**config.mk**
```make
export PLATFORM = sky130hd
export DESIGN_NAME = rom_top
export DESIGN_NICKNAME = d
export VERILOG_FILES = /design/src/design/rom_pkg.sv /design/src/design/rom_top.sv /design/src/design/rom_qual.sv
export SDC_FILE = /design/constraint.sdc
export NUM_CORES = 1
export LEC_CHECK = 0
export BUFFER_PORTS_ARGS = -buffer_cell sky130_fd_sc_hd__buf_2
export CORE_AREA = 2 2 88 90
export CTS_CLUSTER_SIZE = 28
export DETAILED_ROUTE_END_ITERATION = 16
export DIE_AREA = 0 0 90 92
export HOLD_SLACK_MARGIN = 0.03
export PLACE_DENSITY = 0.54
export SYNTH_ARGS = -nofsm -noshare
export SYNTH_HDL_FRONTEND = slang
export SYNTH_SLANG_ARGS = --single-unit
```
**constraint.sdc**
```tcl
create_clock -name CLK -period 4.95 [get_ports CLK]
set_input_delay 0.7425 -clock CLK [delete_from_list [all_inputs] [get_ports CLK]]
set_output_delay 0.7425 -clock CLK [all_outputs]
set_load 0.03 [all_outputs]
```
**src/design/rom_pkg.sv**
```systemverilog
// package for the remote output and mode control block
package rom_pkg;
   localparam int unsigned CLK_HZ        = 50_000_000;
   localparam int unsigned MIN_PULSE_NS  = 100_000;
   localparam int unsigned MAX_DELAY_MS  = 200;
   // least time rounds up
   localparam int unsigned MIN_PULSE_CYC =
      (MIN_PULSE_NS * (CLK_HZ / 1_000_000) + 999) / 1000;
   // longest time rounds down
   localparam longint unsigned MAX_DELAY_CYC =
      longint'(MAX_DELAY_MS) * longint'(CLK_HZ) / 64'd1000;
   localparam logic RST_OUTPUT_ON = 1'b0;
   localparam logic RST_EXT_MODE  = 1'b0;

   typedef enum logic [1:0]
   {
      ROM_RUN      = 2'b00,
      ROM_STBY_WAIT = 2'b01,
      ROM_STBY     = 2'b10
   } rom_state_t;

   typedef struct packed
   {
      logic key_standby;
      logic cmd_output_on;
      logic key_mode;
      logic ext_mode_apply;
      logic ext_mode_value;
   } rom_ctrl_t;
endpackage

```
**src/design/rom_top.sv**
```systemverilog
// remote shutdown, remote standby and external mode select control
// Behaviour
// - a low shutdown input lasting 100 us turns off input and output modules
// - shutdown stays latched until unit power is cycled
// - standby low 100 us turns output off within 200 ms, indicator on
// - standby key or output-on command restores prior output state, indicator off only if output was on
// - external mode with high or open select gives voltage mode
// - external mode with low or short select gives current mode
// - select input ignored unless external mode enabled from setup menu
// - external mode applies at once; reset value stays disabled
// - mode key refused with an error while external mode is enabled
`timescale 1ns/10ps
`default_nettype none
module rom_top #(
   parameter int unsigned MIN_PULSE_CYC = rom_pkg::MIN_PULSE_CYC,
   parameter int unsigned MAX_DELAY_CYC = 32'(rom_pkg::MAX_DELAY_CYC)
)
(
   // clock and reset
   input  wire logic             CLK,
   input  wire logic             RST_B,
   // remote pins, shutdown and standby active low, mode select high for voltage
   input  wire logic             STANDALONE_SHUTDOWN_INPUT_B,
   input  wire logic             MULTIUNIT_SHUTDOWN_INPUT_B,
   input  wire logic             STANDBY_INPUT_B,
   input  wire logic             MODE_SELECT_INPUT,
   // front panel and command interface, same clock
   input  wire rom_pkg::rom_ctrl_t CTRL,
   input  wire logic             MODE_VOLT_REQ,
   // outputs
   output logic                  POWER_MODULES_ON,
   output logic                  OUTPUT_ON,
   output logic                  STANDBY_LED,
   output logic                  VOLTAGE_MODE,
   output logic                  EXT_MODE_ERROR
);
   localparam int DW = $clog2(MAX_DELAY_CYC + 1);

   logic               sd_a_hit;
   logic               sd_b_hit;
   logic               sb_hit;
   logic               sb_lvl;
   logic               sel_lvl;
   logic               sel_s1;
   logic               sel_s2;
   logic               ext_mode;
   logic               prev_on;
   logic [DW-1:0]      dly;
   rom_pkg::rom_state_t state;

   rom_qual #(.MIN_CYC(MIN_PULSE_CYC)) u_sd_a
   (
      .clk   (CLK),
      .rst_b (RST_B),
      .pin_b (STANDALONE_SHUTDOWN_INPUT_B),
      .lvl   (),
      .hit   (sd_a_hit)
   );
   rom_qual #(.MIN_CYC(MIN_PULSE_CYC)) u_sd_b
   (
      .clk   (CLK),
      .rst_b (RST_B),
      .pin_b (MULTIUNIT_SHUTDOWN_INPUT_B),
      .lvl   (),
      .hit   (sd_b_hit)
   );
   rom_qual #(.MIN_CYC(MIN_PULSE_CYC)) u_sb
   (
      .clk   (CLK),
      .rst_b (RST_B),
      .pin_b (STANDBY_INPUT_B),
      .lvl   (sb_lvl),
      .hit   (sb_hit)
   );

   // mode select pin sync; open pin reads high through its pull-up
   always_ff @(posedge CLK)
   begin
      if (!RST_B)
      begin
         sel_s1 <= 1'b1;
         sel_s2 <= 1'b1;
      end
      else
      begin
         sel_s1 <= MODE_SELECT_INPUT;
         sel_s2 <= sel_s1;
      end
   end
   assign sel_lvl = sel_s2;

   // shutdown latch: only power-on reset clears it
   always_ff @(posedge CLK)
   begin
      if (!RST_B)
         POWER_MODULES_ON <= 1'b1;
      else if (sd_a_hit || sd_b_hit)
         POWER_MODULES_ON <= 1'b0;
   end

   // external mode enable; reset default stays off, recall re-applies it
   always_ff @(posedge CLK)
   begin
      if (!RST_B)
         ext_mode <= rom_pkg::RST_EXT_MODE;
      else if (CTRL.ext_mode_apply)
         ext_mode <= CTRL.ext_mode_value;
   end

   // regulation mode
   always_ff @(posedge CLK)
   begin
      if (!RST_B)
         VOLTAGE_MODE <= 1'b1;
      else if (ext_mode)
         VOLTAGE_MODE <= sel_lvl;
      else if (CTRL.key_mode)
         VOLTAGE_MODE <= MODE_VOLT_REQ;
   end

   // mode key refusal flag, one pulse per refused press
   always_ff @(posedge CLK)
   begin
      if (!RST_B)
         EXT_MODE_ERROR <= 1'b0;
      else
         EXT_MODE_ERROR <= ext_mode && CTRL.key_mode;
   end

   // standby sequencing; the wait is short of the bound, one cycle suffices
   always_ff @(posedge CLK)
   begin
      if (!RST_B)
      begin
         state   <= rom_pkg::ROM_RUN;
         dly     <= '0;
         prev_on <= rom_pkg::RST_OUTPUT_ON;
      end
      else
      begin
         unique case (state)
            rom_pkg::ROM_RUN:
            begin
               if (sb_hit)
               begin
                  state   <= rom_pkg::ROM_STBY_WAIT;
                  prev_on <= OUTPUT_ON;
                  dly     <= '0;
               end
            end
            rom_pkg::ROM_STBY_WAIT:
            begin
               state <= rom_pkg::ROM_STBY;
               dly   <= dly + DW'(1);
            end
            rom_pkg::ROM_STBY:
            begin
               if (CTRL.key_standby || CTRL.cmd_output_on)
                  state <= rom_pkg::ROM_RUN;
            end
            default:
               state <= rom_pkg::ROM_RUN;
         endcase
      end
   end

   // output on/off and standby indicator
   always_ff @(posedge CLK)
   begin
      if (!RST_B)
      begin
         OUTPUT_ON   <= rom_pkg::RST_OUTPUT_ON;
         STANDBY_LED <= 1'b1;
      end
      else if (!POWER_MODULES_ON || sd_a_hit || sd_b_hit)
      begin
         OUTPUT_ON   <= 1'b0;
         STANDBY_LED <= 1'b1;
      end
      else if (state == rom_pkg::ROM_STBY_WAIT)
      begin
         OUTPUT_ON   <= 1'b0;
         STANDBY_LED <= 1'b1;
      end
      else if (state == rom_pkg::ROM_STBY)
      begin
         if (CTRL.key_standby || CTRL.cmd_output_on)
         begin
            OUTPUT_ON   <= prev_on;
            STANDBY_LED <= !prev_on;
         end
      end
      else if (!sb_hit)
      begin
         if (CTRL.cmd_output_on)
         begin
            OUTPUT_ON   <= 1'b1;
            STANDBY_LED <= 1'b0;
         end
         else if (CTRL.key_standby)
         begin
            OUTPUT_ON   <= !OUTPUT_ON;
            STANDBY_LED <= OUTPUT_ON;
         end
      end
   end
endmodule
`default_nettype wire

```
**src/design/rom_qual.sv**
```systemverilog
// synchroniser plus minimum pulse width qualifier for an active-low pin
`timescale 1ns/10ps
`default_nettype none
module rom_qual #(
   parameter int unsigned MIN_CYC = 5000
)
(
   // clock and reset
   input  wire logic clk,
   input  wire logic rst_b,
   // pin and result
   input  wire logic pin_b,
   output logic      lvl,
   output logic      hit
);
   localparam int W = $clog2(MIN_CYC + 1);
   logic         s1;
   logic         s2;
   logic [W-1:0] cnt;

   always_ff @(posedge clk)
   begin
      if (!rst_b)
      begin
         s1 <= 1'b1;
         s2 <= 1'b1;
      end
      else
      begin
         s1 <= pin_b;
         s2 <= s1;
      end
   end

   assign lvl = s2;

   // one pulse once the low level has lasted the minimum width
   always_ff @(posedge clk)
   begin
      if (!rst_b || s2)
      begin
         cnt <= '0;
         hit <= 1'b0;
      end
      else if (cnt != W'(MIN_CYC))
      begin
         cnt <= cnt + W'(1);
         hit <= (cnt == W'(MIN_CYC - 1));
      end
      else
         hit <= 1'b0;
   end
endmodule
`default_nettype wire

```
==> results of run 1 <==
## per-stage QoR
stage | instances | total power (W) | hold WS (ps)
after floorplan | 275 | 0.000516 | 386
after global placement | 386 | 0.000526 | 388
after detailed placement | 386 | 0.000527 | 396
after CTS | 402 | 0.00116 | 411
after global routing | 402 | 0.00119 | 421
final | 402 | 0.00115 | 410
## layer usage
| layer | routed length, um | vias to the layer above | global-route usage |
|---|---|---|---|
| met5 | 0 | - | 0 |
| met4 | 99 | 0 | 0.0654 |
| met3 | 196 | 9 | 0.0444 |
| met2 | 1980 | 37 | 0.175 |
| met1 | 2260 | 880 | 0.150 |
| li1 | - | 996 | - |
## final timing paths
check                            from                       end  slack (ps)
max          u_sb.cnt[7]$_SDFFE_PP0P_  u_sb.cnt[0]$_SDFFE_PP0P_        3190
min                u_sb.s1$_SDFF_PN1_       u_sb.lvl$_SDFF_PN1_         410
max reg2reg  u_sb.cnt[7]$_SDFFE_PP0P_  u_sb.cnt[0]$_SDFFE_PP0P_        3190
min reg2reg        u_sb.s1$_SDFF_PN1_       u_sb.lvl$_SDFF_PN1_         410
## placed cells by master, fill, tap and decap left out, types with 2 or more instances in the layout
master      n
a21oi_1    14
and3_1      2
and3b_1     2
buf_2      16
bufinv_16   5
clkbuf_8    9
dfxtp_1    59
ha_1        6
inv_1      11
mux2i_1     8
nand2_1    12
nand2b_1   17
nand3_1    13
nand3b_1    4
nand4_1    12
nor2_1     29
nor2b_1     3
nor3_1     14
nor4b_1     3
nor4bb_1    3
o21ai_0    11
or3_1       9
xnor2_1    17
xor2_1      6
## sequential cells by signal, summed over array words and instances (netlist names), 2 cells and up
name / flops
u_sd_a.cnt: 13
state: 2
u_sb.cnt: 13
u_sd_b.cnt: 13
## power by group through the flow
stage / clock network (W) / logic, W / registers, W
2_1_floorplan: 0 / 0.0000153 / 0.000501
3_3_place_gp: 0 / 0.0000307 / 0.000496
3_5_place_dp: 0 / 0.0000309 / 0.000496
4_1_cts: 0.000646 / 0.0000310 / 0.000485
5_1_grt: 0.000669 / 0.0000339 / 0.000486
6_report: 0.000633 / 0.0000304 / 0.000485
## area by class of cell
| class | count | area [um^2] | share of cell area |
|---|---|---|---|
| clock buffer | 9 | 124 | 0.0416 |
| tap | 102 | 128 | 0.0429 |
| inverter | 11 | 41.3 | 0.0139 |
| timing repair buffer | 16 | 80.1 | 0.0269 |
| sequential | 59 | 1180 | 0.397 |
| clock inverter | 7 | 164 | 0.0551 |
| multi-input combinational | 198 | 1260 | 0.423 |
## cell families after synthesis
| kind of cell | Yosys count | synth area share |
|---|---|---|
| fa+ha+maj | 6 | 0.0300 |
| xor+xnor | 23 | 0.0804 |
| compound gates | 29 | 0.0629 |
| simple gates | 131 | 0.292 |
| buf+inv | 18 | 0.0270 |
| flops | 59 | 0.471 |
| mux | 9 | 0.0364 |
==> flow_summary.ini, run 1 <==
[sta]
final-setup-viol-count = 0
tightest_slew_ps = 538
clock.fmax_ghz = 0.568
fin_setup_tns_ps = 0
worst_slack_ps = 3190
finClkSkew_ps = 7.39
rsz0062_at_grt = no
maxSlewViolCount = 0
fin_crit_ps = 1760
finalCritPeriodShare = 0.355
relSlewSlack = 0.641
hold_violations = 0

[setup_path]
start_kind = flip-flop
path_buf_inv = 0
crit_type = reg -> reg
critPathMaxFanout = 6
max_stage_delay_ps = 520
reg2regPathDepth = 4
crit_family = simple AND/OR/NAND/NOR gates
path_cells = or4b_4 > or4_4 > xnor2_1 > nor2_1
cp-end-kind = flip-flop
path_depth = 4
crit_slowest_cell = or4_4
arrival_ps = 1970
critPathRequiredTime_ps = 5160

[run]
drv_cap = 0

[grt]
grt_usage = 0.119
overflow = 0
antenna_found_initial = 0
grt_pass1_wl_um = 7840
grt_max_degree = 20
grt_pass1_vias = 1723

[synthesis]
synth_edf_count = 0
synthFlopType = dfxtp_1
ys_types = 35
yosys.area.top_type_share = 0.471
syn-mean-instance-area_um2 = 9.11
synthTopCellsByCount = dfxtp_1 (59), nor2_1 (29), nand2b_1 (17), xnor2_1 (17)
syn_area_um2 = 2510
async_flop_share = 0
ys_top_cells_by_area = dfxtp_1 (47%), xnor2_1 (5.9%), nor2_1 (4.3%)
syn-num-nets = 293
yosys.area.top_type = dfxtp_1
ys_ff_latch = 59
ys_seq_area_frac = 0.471
synth.most_common_cell = dfxtp_1
synthCells = 275
yosysWarnings = 0

[placement]
place_area_um2 = 2690
post-place-ws_ps = 2940
gp_congestion = 0.785
place_hpwl_um = 3020
io_buffers = 16

[clock_tree]
clk_pin_slew_worst_paths_ps = 70
cts_setup_buffers = 0
cts_buffers = 9
clock_path_buffers = 2
clock_latency_ps = 340
clockRootBuffer = clkbuf_8
post_cts_resized = 0
h-tree-depth = 3
cts_tree = built
clock_sinks = 59
hold_buffers = 0

[floorplan]
die_w_um = 90
start_util = 0.337
placement_rows = 32
die_h_um = 92
core-area_um2 = 7450
fp.dieArea_um2 = 8280
io_pins = 17

[routing]
routed_via_density = 4.78
route.detailed.drc = 0
wl_per_cell_um = 11.3
num_vias = 1922
dr.first_iter.drc_count = 98
wl_um = 4540
ant_nets = 0
drtPass1Iterations = 4

[layout]
drive_above_1_share = 0.120
nFillCells = 753
nets = 313
area_growth_pct = 18.7
antenna_cells = 0
final_area_um2 = 2980
fin_util = 0.400

[pwr]
seqPwrFrac = 0.422
pwr-share-comb = 0.026
vdd_drop_max_v = 0.000156
switching_share = 0.190
netSwitchingPower_w = 0.000218
p_per_area_nw_per_um2 = 386
p_int_w = 0.000930
p_clk_frac = 0.551
leakagePower_nw = 0.997

[hold_path]
hold_class = reg -> reg
hold_depth = 1

[run_status]
outcome = finished clean
No activity file was read; power rests on OpenSTA's default activity.
==> run 2, diff against run 1 <==
==> constraint.sdc (replaced) <==
create_clock -name CLK -period 1.7 [get_ports CLK]
set_input_delay 0.255 -clock CLK [delete_from_list [all_inputs] [get_ports CLK]]
set_output_delay 0.255 -clock CLK [all_outputs]
set_load 0.03 [all_outputs]
==> run 2 against run 1 <==
Effect of this change: sequential share of layout area is essentially flat; clock power grew 110%; first-iteration DRC count shrank 60%; critical endpoint is now u_sb.cnt[1]$_SDFFE_PP0P_; largest power group is now registers.
==> flow_summary.ini, run 2 (synthesis results as in run 1) <==
[run_status]
outcome = finished clean

[floorplan]
io_pins = 17
die_w_um = 90
die_h_um = 92
fp.dieArea_um2 = 8280
core-area_um2 = 7450
start_util = 0.337
placement_rows = 32

[setup_path]
crit_start = u_sb.cnt[5]$_SDFFE_PP0P_
critPathMaxFanout = 3
cp-end-kind = flip-flop
crit_family = simple AND/OR/NAND/NOR gates
max_stage_delay_ps = 530
arrival_ps = 1830
path_cells = or4b_4 > or4_4 > mux2i_1 > nor2_1
path_buf_inv = 0
crit_type = reg -> reg
start_kind = flip-flop
reg2reg_from = u_sb.cnt[5]$_SDFFE_PP0P_
reg2regPathDepth = 4
worst_r2r_endpoint = u_sb.cnt[1]$_SDFFE_PP0P_
critPathRequiredTime_ps = 1930
rrSetupSlack_ps = 90
crit_slowest_cell = or4b_4

[clock_tree]
clockRootBuffer = clkbuf_8
post_cts_resized = 0
clock_sinks = 59
clk_pin_slew_worst_paths_ps = 70
cts_tree = built
cts_setup_buffers = 0
hold_buffers = 0
cts_buffers = 9
h-tree-depth = 3
clock_latency_ps = 330
clock_path_buffers = 2

[sta]
fin_setup_tns_ps = 0
finClkSkew_ps = 5.56
finalCritPeriodShare = 0.944
tightest_slew_ps = 430
relSlewSlack = 0.709
clock.fmax_ghz = 0.623
hold_violations = 0
rsz0062_at_grt = no
maxSlewViolCount = 0
fin_crit_ps = 1610
final-setup-viol-count = 0

[placement]
place_inst = 397
place_hpwl_um = 3090
gp_congestion = 0.778
io_buffers = 16

[layout]
antenna_cells = 0
area_growth_pct = 18.8
fin_cells = 413
nFillCells = 782
regArea_um2 = 1180
nets = 324
reg_top3 = u_sb.cnt (13), u_sd_a.cnt (13), u_sd_b.cnt (13)
final_common_cell = dfxtp_1
multi_input_area_um2 = 1260
fin_util = 0.400
drive_above_1_share = 0.148
layout_common_cells = dfxtp_1 (59), nor2_1 (29), nand2b_1 (17), xnor2_1 (17), buf_2 (16)

[pwr]
p_per_area_nw_per_um2 = 955
leakagePower_nw = 1.02
switching_share = 0.206
pwr-share-comb = 0.032
p_int_w = 0.00226
seqPwrFrac = 0.497
netSwitchingPower_w = 0.000585
vdd_drop_max_v = 0.000461
p_clk_frac = 0.471

[grt]
antenna_found_initial = 0
grt_max_degree = 14
grt_usage = 0.117
grt_pass1_wl_um = 7840
overflow = 0
grt_pass1_vias = 1755

[hold_path]
hold_end = u_sb.s1$_SDFF_PN1_
hold_class = in -> reg
min_from = STANDBY_INPUT_B
hold_depth = 2

[run]
drv_cap = 0

[routing]
num_vias = 1911
route.detailed.drc = 0
routed_via_density = 4.63
dr.first_iter.drc_count = 39
wl_per_cell_um = 10.5
ant_nets = 0
wl_um = 4350
drtPass1Iterations = 4
-- run 2: stage by stage --
stage / total power [W] / instance area (um^2) / hold slack (ps) / setup WS (ps)
2_1_floorplan: 0.00150 / 2510 / 356 / 30.2
3_3_place_gp: 0.00154 / 2770 / 390 / 42.4
3_5_place_dp: 0.00154 / 2770 / 391 / 34.7
4_1_cts: 0.00289 / 2980 / 88.1 / 27.6
5_1_grt: 0.00297 / 2980 / 93.6 / 18.7
6_report: 0.00284 / 2980 / 103 / 94.6
-- run 2: layout make-up --
| cell class | count | share of cell area |
|---|---|---|
| clock buffers | 10 | 0.0429 |
| clock inverters | 6 | 0.0269 |
| inverters | 11 | 0.0139 |
| multi-input cells | 198 | 0.422 |
| flip-flops and latches | 59 | 0.397 |
| well taps | 102 | 0.0429 |
| repair buffers | 27 | 0.0546 |
-- run 2: worst max-delay path by stage --
stage               cells after the start  slack, ps                        to
floorplan                               4         30  u_sb.cnt[1]$_SDFFE_PP0P_
global placement                        4         40  u_sb.cnt[1]$_SDFFE_PP0P_
detailed placement                      4         30  u_sb.cnt[1]$_SDFFE_PP0P_
CTS                                     4         30  u_sb.cnt[0]$_SDFFE_PP0P_
global route                            4         20  u_sb.cnt[1]$_SDFFE_PP0P_
finish                                  4         90  u_sb.cnt[1]$_SDFFE_PP0P_
-- run 2: worst reg2reg max path: cells and delay by family (launching register included) --
family | cells | cell delay, ps
DFF | 1 | 310
muxes | 1 | 160
and+or+nand+nor | 3 | 1030
-- run 2: power by group through the flow --
stage          registers (W)  logic [W]  clock network (W)
5_1_grt              0.00141   0.000104            0.00145
6_report             0.00141  0.0000919            0.00134
3_3_place_gp         0.00144  0.0000936                  0
3_5_place_dp         0.00144  0.0000946                  0
2_1_floorplan        0.00146  0.0000444                  0
4_1_cts              0.00141  0.0000948            0.00138
-- run 2: metal layers --
layer / up-vias / global-route usage / routed length [um]
li1: 1021 / - / -
met1: 856 / 0.154 / 2200
met2: 25 / 0.169 / 1880
met3: 9 / 0.0411 / 189
met4: 0 / 0.0615 / 84
met5: - / 0 / 0
==> run 3, diff against run 2 <==
--- a/config.mk
+++ b/config.mk
@@ -6,12 +6,12 @@
 export NUM_CORES = 1
 export LEC_CHECK = 0
 export BUFFER_PORTS_ARGS = -buffer_cell sky130_fd_sc_hd__buf_2
-export CORE_AREA = 2 2 88 90
+export CORE_AREA = 2 2 69 71
 export CTS_CLUSTER_SIZE = 28
 export DETAILED_ROUTE_END_ITERATION = 16
-export DIE_AREA = 0 0 90 92
+export DIE_AREA = 0 0 71 73
 export HOLD_SLACK_MARGIN = 0.03
-export PLACE_DENSITY = 0.54
+export PLACE_DENSITY = 0.79
 export SYNTH_ARGS = -nofsm -noshare
 export SYNTH_HDL_FRONTEND = slang
 export SYNTH_SLANG_ARGS = --single-unit
==> run 3 against run 2 <==
Effect of this change: design area down 2.4%; count of clock-buffer cells in the layout rose by 2; critical endpoint unchanged; sequential share of layout area increased by 0.96 points; first-iteration DRC count grew 72%.
==> flow_summary.ini, run 3 (synthesis results as in run 1) <==
[run]
drv_cap = 0

[setup_path]
cp-end-kind = flip-flop
reg2regPathDepth = 4
crit_slowest_cell = or4b_4
start_kind = flip-flop
reg2reg_from = u_sb.cnt[5]$_SDFFE_PP0P_
max_stage_delay_ps = 540
critPathMaxFanout = 5
critPathRequiredTime_ps = 1920
worst_r2r_endpoint = u_sb.cnt[1]$_SDFFE_PP0P_
arrival_ps = 1910
path_cells = or4b_4 > or4_4 > mux2i_1 > nor2_1
crit_type = reg -> reg
rrSetupSlack_ps = 8

[run_status]
outcome = finished clean

[routing]
num_vias = 1953
dr.first_iter.drc_count = 67
ant_nets = 0
route.detailed.drc = 0
wl_per_cell_um = 12.6
drtPass1Iterations = 4
routed_via_density = 5.43
wl_um = 4550

[hold_path]
hold_depth = 2
min_from = STANDBY_INPUT_B
hold_end = u_sb.s1$_SDFF_PN1_
hold_class = in -> reg

[grt]
met2_usage = 0.319
overflow = 0
met3_usage = 0.0663
grt_pass1_vias = 1900
grt_usage = 0.196
use_met1 = 0.226
grt_most_used_layer = met2
grt_max_degree = 14
grt_pass1_wl_um = 7900
antenna_found_initial = 0

[placement]
place_area_um2 = 2670
io_buffers = 16
place_hpwl_um = 2980
gp_congestion = 0.755

[sta]
final-setup-viol-count = 0
clock.fmax_ghz = 0.591
maxSlewViolCount = 0
fin_setup_tns_ps = 0
relSlewSlack = 0.702
hold_violations = 0
finClkSkew_ps = 4.38
tightest_slew_ps = 441
fin_crit_ps = 1690
finalCritPeriodShare = 0.995
rsz0062_at_grt = yes

[clock_tree]
clock_latency_ps = 330
clock_path_buffers = 2
h-tree-depth = 3
clockRootBuffer = clkbuf_8
cts_tree = built
hold_buffers = 0
clk_pin_slew_worst_paths_ps = 70
cts_buffers = 9
clock_sinks = 59

[floorplan]
fp.dieArea_um2 = 5180
placement_rows = 25
core-area_um2 = 4540
die_h_um = 73
start_util = 0.553
io_pins = 17
die_w_um = 71

[pwr]
p_per_area_nw_per_um2 = 1010
vdd_drop_max_v = 0.000753
leakagePower_nw = 1.00
p_total_w = 0.00295

[layout]
final_area_um2 = 2910
antenna_cells = 0
nFillCells = 376
reg_top3 = u_sb.cnt (13), u_sd_a.cnt (13), u_sd_b.cnt (13)
nets = 319
drive_above_1_share = 0.137
layout_common_cells = dfxtp_1 (59), nor2_1 (29), nand2b_1 (17)
area_growth_pct = 16.0
final_common_cell = dfxtp_1
-- run 3: power by group --
| group | total, W | internal [W] | leakage [nW] | switching, W |
|---|---|---|---|---|
| registers | 0.00141 | 0.00140 | 0.479 | 0.0000103 |
| logic | 0.0000931 | 0.0000414 | 0.412 | 0.0000518 |
| clock network | 0.00144 | 0.000903 | 0.113 | 0.000536 |
-- run 3: routing by layer --
layer  up-vias  share of wire
met5         -              0
met4         0          0.020
met3         9          0.039
met2        36           0.47
met1       900           0.47
li1       1008              -
-- run 3: how the worst max path moves through the flow --
| stage | from | slack [ps] | to |
|---|---|---|---|
| after floorplan | u_sb.cnt[5]$_SDFFE_PP0P_ | 30 | u_sb.cnt[1]$_SDFFE_PP0P_ |
| after global placement | u_sb.cnt[5]$_SDFFE_PP0P_ | 10 | u_sb.cnt[1]$_SDFFE_PP0P_ |
| after detailed placement | u_sb.cnt[5]$_SDFFE_PP0P_ | -20 | u_sb.cnt[1]$_SDFFE_PP0P_ |
| after CTS | u_sb.cnt[5]$_SDFFE_PP0P_ | 40 | u_sb.cnt[1]$_SDFFE_PP0P_ |
| after global routing | u_sb.cnt[5]$_SDFFE_PP0P_ | -20 | u_sb.cnt[1]$_SDFFE_PP0P_ |
| final | u_sb.cnt[5]$_SDFFE_PP0P_ | 8 | u_sb.cnt[1]$_SDFFE_PP0P_ |
-- run 3: cell type report --
class	instances	area, um^2	share of cell area
inverter	11	41.3	0.0142
sequential	59	1180	0.406
multi-input combinational	198	1260	0.435
clock inverter	4	72.6	0.0250
clock buffer	12	155	0.0534
tap	54	67.6	0.0232
timing repair buffer	22	125	0.0430
-- run 3: per-stage QoR --
step	cells	hold slack [ps]	worst slack, ps	utilization
after global routing	360	92.3	-21.5	0.641
after detailed placement	344	398	-17.4	0.589
after global placement	344	392	13.9	0.589
after CTS	360	81.7	42.5	0.639
after floorplan	275	356	30.2	-
final	360	99.7	8.15	0.641
-- run 3: worst max-delay path: cells and delay by family (launching register included) --
kind / cells / cell delay [ps]
DFF: 1 / 350
muxes: 1 / 170
and+or+nand+nor: 3 / 1060
-- run 3: repair_timing --
item / in CTS / in global routing
setup buffers: 0 / 0
pin swaps: 1 / 0
resized for setup: 0 / 1
setup endpoints to repair: 2 / 1
